`src/rtl/charge_temp_defs.svh`:
```
`ifndef CHARGE_TEMP_DEFS_SVH
`define CHARGE_TEMP_DEFS_SVH

// register offsets
`define CHARGE_HOT_THRESHOLD_LOW_OFS    8'h30
`define CHARGE_HOT_THRESHOLD_HIGH_OFS   8'h31
`define CHARGE_HOT_RECOVERY_LOW_OFS     8'h32
`define CHARGE_HOT_RECOVERY_HIGH_OFS    8'h33
`define CHARGE_COLD_THRESHOLD_LOW_OFS   8'h34
`define CHARGE_COLD_THRESHOLD_HIGH_OFS  8'h35
`define CHARGE_COLD_RECOVERY_LOW_OFS    8'h36
`define CHARGE_COLD_RECOVERY_HIGH_OFS   8'h37

// reset values
`define CHARGE_HOT_THRESHOLD_LOW_RST    8'hb6
`define CHARGE_HOT_THRESHOLD_HIGH_RST   8'h04
`define CHARGE_HOT_RECOVERY_LOW_RST     8'h3e
`define CHARGE_HOT_RECOVERY_HIGH_RST    8'h05
`define CHARGE_COLD_THRESHOLD_LOW_RST   8'hf2
`define CHARGE_COLD_THRESHOLD_HIGH_RST  8'h0b
`define CHARGE_COLD_RECOVERY_LOW_RST    8'h93
`define CHARGE_COLD_RECOVERY_HIGH_RST   8'h0a

// high byte holds threshold bits 11..8 in its low nibble
`define HIGH_NIBBLE_MASK                8'h0f

// status bit positions within the fault status byte
`define CHARGE_HOT_FAULT_BIT            6
`define CHARGE_COLD_FAULT_BIT           7

`endif

```
`src/rtl/charge_temp_pkg.sv`:
```
package charge_temp_pkg;

  // one register access from the serial front end
  typedef struct packed {
    logic       write_strobe;
    logic [7:0] address;
    logic [7:0] write_data;
  } reg_access_type;

  // pair of digitized thermistor readings with a fresh marker
  typedef struct packed {
    logic        valid;
    logic [11:0] therm_a;
    logic [11:0] therm_b;
  } therm_sample_type;

  // the four 12-bit charge temperature thresholds
  typedef struct packed {
    logic [11:0] hot_threshold;
    logic [11:0] hot_recovery;
    logic [11:0] cold_threshold;
    logic [11:0] cold_recovery;
  } threshold_set_type;

  // fault flag states
  typedef enum logic [1:0] {
    flag_clear = 2'b01,
    flag_set   = 2'b10
  } flag_state_type;

endpackage : charge_temp_pkg

```
`src/rtl/charge_temperature_protection.sv`:
```
// Summary of operation
// hot threshold is low byte bits 7..0 plus next register's low nibble as 11..8.
// software writes zero to high-byte upper nibble and ignores it on read.
// hot recovery threshold assembled from low byte and next register's low nibble.
// cold threshold assembled from low byte and next register's low nibble.
// cold recovery threshold assembled from low byte and next register's low nibble.
// either thermistor below hot threshold sets hot fault flag, status bit 6.
// hot fault in device mode turns off charge, precharge drives and balancing.
// in host mode the microcontroller handles a hot fault itself.
// hot flag clears only if set and both thermistors exceed hot recovery.
// hot fault clear in device mode re-enables drives and balancing if permitted.
// software sets hot recovery above hot threshold.
// either thermistor above cold threshold sets cold fault flag, status bit 7.
// cold fault in device mode turns off charge, precharge drives and balancing.
// in host mode the microcontroller handles a cold fault itself.
// cold flag clears only if set and both thermistors below cold recovery.
// cold fault clear in device mode re-enables drives and balancing if permitted.
// in host mode the microcontroller restores charge and balancing after clear.
// software sets cold recovery below cold threshold.
// codes equal volts times 4095 over 1.8, same scale as readings.
// comparisons run on each fresh reading pair; flags hold between events.
`timescale 1ns/1ps
`include "charge_temp_defs.svh"

module charge_temperature_protection
(
  input  wire logic                              clock,
  input  wire logic                              rst,
  input  wire charge_temp_pkg::reg_access_type   reg_access,
  output logic [7:0]                             read_data,
  input  wire charge_temp_pkg::therm_sample_type therm_sample,
  input  wire logic                              host_controls_balancing,
  input  wire logic                              host_charge_switch,
  input  wire logic                              charge_permitted,
  input  wire logic                              balance_permitted,
  output logic                                   charge_hot_fault_flag,
  output logic                                   charge_cold_fault_flag,
  output logic [7:0]                             fault_status,
  output logic                                   charge_switch_drive,
  output logic                                   precharge_switch_drive,
  output logic                                   balance_enable
);
  import charge_temp_pkg::*;

  // ---------------------------------------------------------------
  // threshold registers
  // ---------------------------------------------------------------
  logic [7:0] hot_thr_low_reg,   hot_thr_low_next;
  logic [7:0] hot_thr_high_reg,  hot_thr_high_next;
  logic [7:0] hot_rec_low_reg,   hot_rec_low_next;
  logic [7:0] hot_rec_high_reg,  hot_rec_high_next;
  logic [7:0] cold_thr_low_reg,  cold_thr_low_next;
  logic [7:0] cold_thr_high_reg, cold_thr_high_next;
  logic [7:0] cold_rec_low_reg,  cold_rec_low_next;
  logic [7:0] cold_rec_high_reg, cold_rec_high_next;
  threshold_set_type thresholds;

  // join a low byte and the low nibble of its partner into one code
  function automatic logic [11:0] join_code(input logic [7:0] low, input logic [7:0] high);
    join_code = {high[3:0], low};
  endfunction : join_code

  // true when an access points at the given offset, read or write
  function automatic logic addressed(input reg_access_type acc, input logic [7:0] ofs);
    addressed = (acc.address == ofs);
  endfunction : addressed

  // true when an access writes the given offset
  function automatic logic hits(input reg_access_type acc, input logic [7:0] ofs);
    hits = acc.write_strobe && addressed(acc, ofs);
  endfunction : hits

  // full bytes are stored so a nonzero upper nibble reads back as written;
  // only the low nibble takes part in the compare
  always_comb
  begin
    hot_thr_low_next   = hot_thr_low_reg;
    hot_thr_high_next  = hot_thr_high_reg;
    hot_rec_low_next   = hot_rec_low_reg;
    hot_rec_high_next  = hot_rec_high_reg;
    cold_thr_low_next  = cold_thr_low_reg;
    cold_thr_high_next = cold_thr_high_reg;
    cold_rec_low_next  = cold_rec_low_reg;
    cold_rec_high_next = cold_rec_high_reg;
    if (hits(reg_access, `CHARGE_HOT_THRESHOLD_LOW_OFS))
      hot_thr_low_next = reg_access.write_data;
    else if (hits(reg_access, `CHARGE_HOT_THRESHOLD_HIGH_OFS))
      hot_thr_high_next = reg_access.write_data;
    else if (hits(reg_access, `CHARGE_HOT_RECOVERY_LOW_OFS))
      hot_rec_low_next = reg_access.write_data;
    else if (hits(reg_access, `CHARGE_HOT_RECOVERY_HIGH_OFS))
      hot_rec_high_next = reg_access.write_data;
    else if (hits(reg_access, `CHARGE_COLD_THRESHOLD_LOW_OFS))
      cold_thr_low_next = reg_access.write_data;
    else if (hits(reg_access, `CHARGE_COLD_THRESHOLD_HIGH_OFS))
      cold_thr_high_next = reg_access.write_data;
    else if (hits(reg_access, `CHARGE_COLD_RECOVERY_LOW_OFS))
      cold_rec_low_next = reg_access.write_data;
    else if (hits(reg_access, `CHARGE_COLD_RECOVERY_HIGH_OFS))
      cold_rec_high_next = reg_access.write_data;
  end

  // register the threshold bytes
  always_ff @(posedge clock or posedge rst)
  begin
    if (rst)
    begin
      hot_thr_low_reg   <= `CHARGE_HOT_THRESHOLD_LOW_RST;
      hot_thr_high_reg  <= `CHARGE_HOT_THRESHOLD_HIGH_RST;
      hot_rec_low_reg   <= `CHARGE_HOT_RECOVERY_LOW_RST;
      hot_rec_high_reg  <= `CHARGE_HOT_RECOVERY_HIGH_RST;
      cold_thr_low_reg  <= `CHARGE_COLD_THRESHOLD_LOW_RST;
      cold_thr_high_reg <= `CHARGE_COLD_THRESHOLD_HIGH_RST;
      cold_rec_low_reg  <= `CHARGE_COLD_RECOVERY_LOW_RST;
      cold_rec_high_reg <= `CHARGE_COLD_RECOVERY_HIGH_RST;
    end
    else
    begin
      hot_thr_low_reg   <= hot_thr_low_next;
      hot_thr_high_reg  <= hot_thr_high_next;
      hot_rec_low_reg   <= hot_rec_low_next;
      hot_rec_high_reg  <= hot_rec_high_next;
      cold_thr_low_reg  <= cold_thr_low_next;
      cold_thr_high_reg <= cold_thr_high_next;
      cold_rec_low_reg  <= cold_rec_low_next;
      cold_rec_high_reg <= cold_rec_high_next;
    end
  end

  // ---------------------------------------------------------------
  // threshold assembly
  // ---------------------------------------------------------------
  // codes share the reading scale, so compares are plain unsigned
  // one process drives the whole set, so the struct has a single driver
  always_comb
  begin
    thresholds.hot_threshold  = join_code(hot_thr_low_reg, hot_thr_high_reg);
    thresholds.hot_recovery   = join_code(hot_rec_low_reg, hot_rec_high_reg);
    thresholds.cold_threshold = join_code(cold_thr_low_reg, cold_thr_high_reg);
    thresholds.cold_recovery  = join_code(cold_rec_low_reg, cold_rec_high_reg);
  end

  // ---------------------------------------------------------------
  // read-back
  // ---------------------------------------------------------------
  logic [7:0] read_data_reg, read_data_next;
  logic [7:0] status_reg, status_next;

  // address decode for reads; unmapped offsets return zero
  always_comb
  begin
    if (addressed(reg_access, `CHARGE_HOT_THRESHOLD_LOW_OFS))
      read_data_next = hot_thr_low_reg;
    else if (addressed(reg_access, `CHARGE_HOT_THRESHOLD_HIGH_OFS))
      read_data_next = hot_thr_high_reg;
    else if (addressed(reg_access, `CHARGE_HOT_RECOVERY_LOW_OFS))
      read_data_next = hot_rec_low_reg;
    else if (addressed(reg_access, `CHARGE_HOT_RECOVERY_HIGH_OFS))
      read_data_next = hot_rec_high_reg;
    else if (addressed(reg_access, `CHARGE_COLD_THRESHOLD_LOW_OFS))
      read_data_next = cold_thr_low_reg;
    else if (addressed(reg_access, `CHARGE_COLD_THRESHOLD_HIGH_OFS))
      read_data_next = cold_thr_high_reg;
    else if (addressed(reg_access, `CHARGE_COLD_RECOVERY_LOW_OFS))
      read_data_next = cold_rec_low_reg;
    else if (addressed(reg_access, `CHARGE_COLD_RECOVERY_HIGH_OFS))
      read_data_next = cold_rec_high_reg;
    else
      read_data_next = 8'h00;
  end

  // the byte is registered so read data never glitches while the
  // address settles; the cost is one cycle of read latency
  always_ff @(posedge clock or posedge rst)
  begin
    if (rst)
      read_data_reg <= 8'h00;
    else
      read_data_reg <= read_data_next;
  end

  // ---------------------------------------------------------------
  // fault flags
  // ---------------------------------------------------------------
  flag_state_type hot_state_reg, hot_state_next;
  flag_state_type cold_state_reg, cold_state_next;
  logic hot_set_cond, hot_clear_cond, cold_set_cond, cold_clear_cond;

  // either input can raise a fault, both must agree to clear it
  always_comb
  begin
    hot_set_cond    = (therm_sample.therm_a < thresholds.hot_threshold)
                   || (therm_sample.therm_b < thresholds.hot_threshold);
    hot_clear_cond  = (therm_sample.therm_a > thresholds.hot_recovery)
                   && (therm_sample.therm_b > thresholds.hot_recovery);
    cold_set_cond   = (therm_sample.therm_a > thresholds.cold_threshold)
                   || (therm_sample.therm_b > thresholds.cold_threshold);
    cold_clear_cond = (therm_sample.therm_a < thresholds.cold_recovery)
                   && (therm_sample.therm_b < thresholds.cold_recovery);
  end

  // evaluated only on fresh samples; set wins if a misprogrammed
  // window makes set and clear true together
  always_comb
  begin
    hot_state_next  = hot_state_reg;
    cold_state_next = cold_state_reg;
    if (therm_sample.valid)
    begin
      case (hot_state_reg)
        flag_clear:
          if (hot_set_cond)
            hot_state_next = flag_set;
        flag_set:
          if (hot_clear_cond && !hot_set_cond)
            hot_state_next = flag_clear;
        default:
          hot_state_next = flag_clear;
      endcase
      case (cold_state_reg)
        flag_clear:
          if (cold_set_cond)
            cold_state_next = flag_set;
        flag_set:
          if (cold_clear_cond && !cold_set_cond)
            cold_state_next = flag_clear;
        default:
          cold_state_next = flag_clear;
      endcase
    end
  end

  // register the flag states; a converter that stops sending samples
  // freezes both flags, so the drives keep their last gating until
  // readings resume
  always_ff @(posedge clock or posedge rst)
  begin
    if (rst)
    begin
      hot_state_reg  <= flag_clear;
      cold_state_reg <= flag_clear;
    end
    else
    begin
      hot_state_reg  <= hot_state_next;
      cold_state_reg <= cold_state_next;
    end
  end

  // ---------------------------------------------------------------
  // charge path control
  // ---------------------------------------------------------------
  logic charge_drive_reg, charge_drive_next;
  logic precharge_drive_reg, precharge_drive_next;
  logic balance_reg, balance_next;
  logic any_fault;

  // in device mode faults gate the drives; in host mode the charge
  // switch follows the microcontroller's control bit instead
  // limitation: host mode never gates on a flag, a silent host keeps charging
  always_comb
  begin
    any_fault = (hot_state_next == flag_set) || (cold_state_next == flag_set);
    if (!host_controls_balancing)
    begin
      charge_drive_next    = charge_permitted && !any_fault;
      precharge_drive_next = charge_permitted && !any_fault;
      balance_next         = balance_permitted && !any_fault;
    end
    else
    begin
      charge_drive_next    = host_charge_switch && charge_permitted;
      precharge_drive_next = host_charge_switch && charge_permitted;
      balance_next         = balance_permitted;
    end
  end

  // register the drives; all stay off in reset so the charge path
  // cannot open before the thresholds hold their defaults
  always_ff @(posedge clock or posedge rst)
  begin
    if (rst)
    begin
      charge_drive_reg    <= 1'b0;
      precharge_drive_reg <= 1'b0;
      balance_reg         <= 1'b0;
    end
    else
    begin
      charge_drive_reg    <= charge_drive_next;
      precharge_drive_reg <= precharge_drive_next;
      balance_reg         <= balance_next;
    end
  end

  // ---------------------------------------------------------------
  // fault status byte
  // ---------------------------------------------------------------
  // built from the next flag states so the byte and the flags change on
  // the same edge; the unused bits read as zero
  always_comb
  begin
    status_next                         = 8'h00;
    status_next[`CHARGE_HOT_FAULT_BIT]  = (hot_state_next == flag_set);
    status_next[`CHARGE_COLD_FAULT_BIT] = (cold_state_next == flag_set);
  end

  // register the status byte
  always_ff @(posedge clock or posedge rst)
  begin
    if (rst)
      status_reg <= 8'h00;
    else
      status_reg <= status_next;
  end

  // outputs straight from flip-flops
  assign charge_hot_fault_flag  = (hot_state_reg == flag_set);
  assign charge_cold_fault_flag = (cold_state_reg == flag_set);
  assign fault_status           = status_reg;
  assign charge_switch_drive    = charge_drive_reg;
  assign precharge_switch_drive = precharge_drive_reg;
  assign balance_enable         = balance_reg;
  assign read_data              = read_data_reg;

endmodule : charge_temperature_protection

```
`config.mk`:
```
export PLATFORM = sky130hd
export DESIGN_NAME = charge_temperature_protection
export DESIGN_NICKNAME = d
export VERILOG_FILES = /design/src/rtl/charge_temp_pkg.sv /design/src/rtl/charge_temperature_protection.sv
export VERILOG_INCLUDE_DIRS = /design/src /design/src/rtl
export SDC_FILE = /design/constraint.sdc
export NUM_CORES = 1
export LEC_CHECK = 0
export BUFFER_PORTS_ARGS = -buffer_cell sky130_fd_sc_hd__clkbuf_2
export CAP_MARGIN = 15
export CELL_PAD_IN_SITES_DETAIL_PLACEMENT = 1
export CELL_PAD_IN_SITES_GLOBAL_PLACEMENT = 2
export CORE_UTILIZATION = 41
export CTS_CLUSTER_SIZE = 8
export DETAILED_ROUTE_END_ITERATION = 10
export GPL_TIMING_DRIVEN = 0
export HOLD_SLACK_MARGIN = 0.06
export MAX_ROUTING_LAYER = met4
export PLACE_DENSITY = 0.95
export SETUP_SLACK_MARGIN = 0.3
export SYNTH_ARGS = -nofsm -noshare
export SYNTH_HDL_FRONTEND = slang
export SYNTH_SLANG_ARGS = --single-unit
```
`constraint.sdc`:
```
create_clock -name clock -period 5.5 [get_ports clock]
set_clock_uncertainty 0.15 [all_clocks]
set_input_delay 1.1 -clock clock [delete_from_list [all_inputs] [get_ports clock]]
set_output_delay 1.1 -clock clock [all_outputs]
set_load 0.05 [all_outputs]
```
==> metrics <==
status=finished clean; XOR/XNOR Fraction of Synth Area=0%; clk_lat worst skew=0.35 ns; gr ovfl total=0; CP Capture Type=register; Final setup viols=0; Slew Limit Fails=0; critical path type=in -> reg; CTS tree=done; final std cell area, no fill=6720 um^2; Post-Synth Simple-Gate Area=10.3%; Antenna Nets Post-Route=0; max-cap viol count=0; n_diodes=0; syn_area_per_cell=10.1 um^2; Starting Density=42.1%; H-tree level count=3; DRC violations left=0; Total Routing Usage GR=27.4%; Root Buffer=clkbuf_16; Slowest-stage cell, CP=a2111oi_0; buffers and inverters on the worst path=1; CORE AREA=13,900 um^2; fraction of registers with async set/reset=100%; die height=121 um; HP Class=reg -> reg; EDFF count, synth=0; Max Buffers Root-to-Sink=2; Finished Layout Cells=843; Worst setup SP type=primary input; DRT Pass-1 Iters=4; #FFs+latches synth=80; post-synthesis mux area share=12.5%; static leakage=3.25 nW; Critical Path Most Common Cell=nor2_1; Synth Warn #=0; detailed-route via count=4,855; Worst R2R Setup Slack=2.06 ns; largest net degree at the start of global routing=43; Avg WL per Cell=21.7 um; delay-heaviest family, CP=compound AO/OA/AOI/OAI gates; fmax=0.271 GHz; I/O pin count=69; placed inst area=6410 um^2; quantity of hold-fixing buffers added after cts=0; share of layout cells above drive strength 1=26.2%; PD cells=274 nW/um^2; # rows=43; Final Hold Fails=0; Setup WS pre-CTS=1.46 ns; final worst path period need=3.70 ns; DRT Wirelength=18,300 um; # fillers=1,581; Worst VDD drop=0.000180 V; slowest stage delay, CP=0.94 ns; gpl congestion=0.998; area of the multi-input gates=3480 um^2; initial antenna violation count=0; IO buf count=60; largest family of logic cells by synthesized area=adder cells; Critical Path AT=3.79 ns; number of global-route vias before repair=5,296; RSZ-0062 raised after global routing=no; Distinct cells, synth=54; HPWL after DPL=14,700 um; CP required=5.59 ns; P&R area growth vs syn=15.1%; worst-margin pin slew=1.08 ns; first-pass GRT wire length=28,900 um; Top FF cell, synth=dfrtp_1; sequential share of the synthesized area=34.9%; crit path cell chain=clkbuf_2, ha_1, nor2b_1, o211ai_1, a21oi_1, a2111oi_0, nor2_1, a211oi_1, o311a_2, nor2_1, o21a_1; worst setup margin=1.80 ns; DR vias/cell=5.76; CTS sink cnt=80; Starting DRT DRC Count=190; # resized after CTS=0; DIE WIDTH=121 um; Post-layout nets=802; CP max FO=4; period utilization=67.2%; setup TNS=0 ns; placed cell count=827; Compound-Gate Fraction of Synth Area=15.8%; Post-CTS Setup Inserts=0; CTS buffer count=9; Adder-Cell Fraction of Synth Area=20.6%; die area=14,700 um^2; Rel. slew slack=26.3%; register area=2040 um^2; Synth Cell Area=5840 um^2; Mapped Cells=581; clock slew at reported path FFs=0.06 ns
==> cell type report <==
type	count	area share [%]
multi-input combinational	422	51.8
clock inverter	5	1.21
timing repair buffer	61	4.76
inverter	64	3.61
buffer	20	1.51
sequential	80	30.3
clock buffer	11	3.46
tap	180	3.35
==> cell families (layout without fill, tap and decap cells) <==
group                      after synthesis  count (layout)
buffers and inverters                   84             161
muxes                                   57              57
adders and majority gates               96              96
and+or+nand+nor                        126             126
DFF                                     80              80
AOI/OAI and AO/OA                      137             137
other                                    1               6
==> per-layer routing <==
| layer | wire length, um | track usage, % | up-vias |
|---|---|---|---|
| met5 | 0 | - | - |
| met4 | 568 | 12.5 | 0 |
| met3 | 784 | 4.09 | 32 |
| met2 | 9100 | 45.2 | 113 |
| met1 | 7850 | 33.2 | 2446 |
| li1 | - | - | 2264 |
==> cells in the final DEF (no fill, tap or decap), drive strengths merged, types with 9 or more instances in the layout <==
cell | netlist | final
nor2 | 16 | 16
nand2 | 59 | 59
mux2 | 49 | 49
inv | 64 | 65
o221ai | 9 | 9
ha | 96 | 96
a21oi | 37 | 37
nand4 | 17 | 17
dfstp | 29 | 29
clkbuf | 11 | 82
o21ai | 35 | 35
dfrtp | 51 | 51
buf | 9 | 10
==> power breakdown <==
| part | total [W] | leakage (nW) | internal, W | switching (W) |
|---|---|---|---|---|
| Sequential | 0.000687 | 0.962 | 0.000650 | 0.0000378 |
| Clock | 0.000647 | 0.150 | 0.000399 | 0.000249 |
| Combinational | 0.000506 | 2.14 | 0.000192 | 0.000314 |
| Total | 0.00184 | 3.25 | 0.00124 | 0.000601 |
==> cells in the mapped netlist, drive strengths merged, types with 9 or more instances <==
library cell / number / share of area (%)
a21oi: 37 / 3.4
nand4: 17 / 1.8
nor2: 16 / 1.0
inv: 64 / 4.1
nand2: 59 / 3.8
mux2: 49 / 9.4
o221ai: 9 / 1.3
clkbuf: 11 / 0.71
buf: 9 / 1.0
o21ai: 35 / 3.0
dfstp: 29 / 13
ha: 96 / 21
dfrtp: 51 / 22
==> through the flow <==
step | utilization, % | hold slack [ns] | power (W)
floorplan | - | 0.322 | 0.00104
global placement | 46.0 | 0.334 | 0.00116
detailed placement | 46.2 | 0.347 | 0.00120
CTS | 48.4 | 0.360 | 0.00185
global route | 48.4 | 0.375 | 0.00193
finish | 48.4 | 0.359 | 0.00184
==> final timing paths <==
kind / startpoint / end / cells past startpoint
max in group asynchronous: rst / cold_rec_high_reg[1] / 3
min reg2reg: cold_thr_high_reg[7] / cold_thr_high_reg[7] / 1
max reg2reg: hot_rec_low_reg[1] / balance_enable / 11
min: cold_thr_high_reg[7] / cold_thr_high_reg[7] / 1
min in group asynchronous: rst / cold_thr_high_reg[6] / 2
max: therm_sample[1] / balance_enable / 11
(Power assumes the default switching activity.)
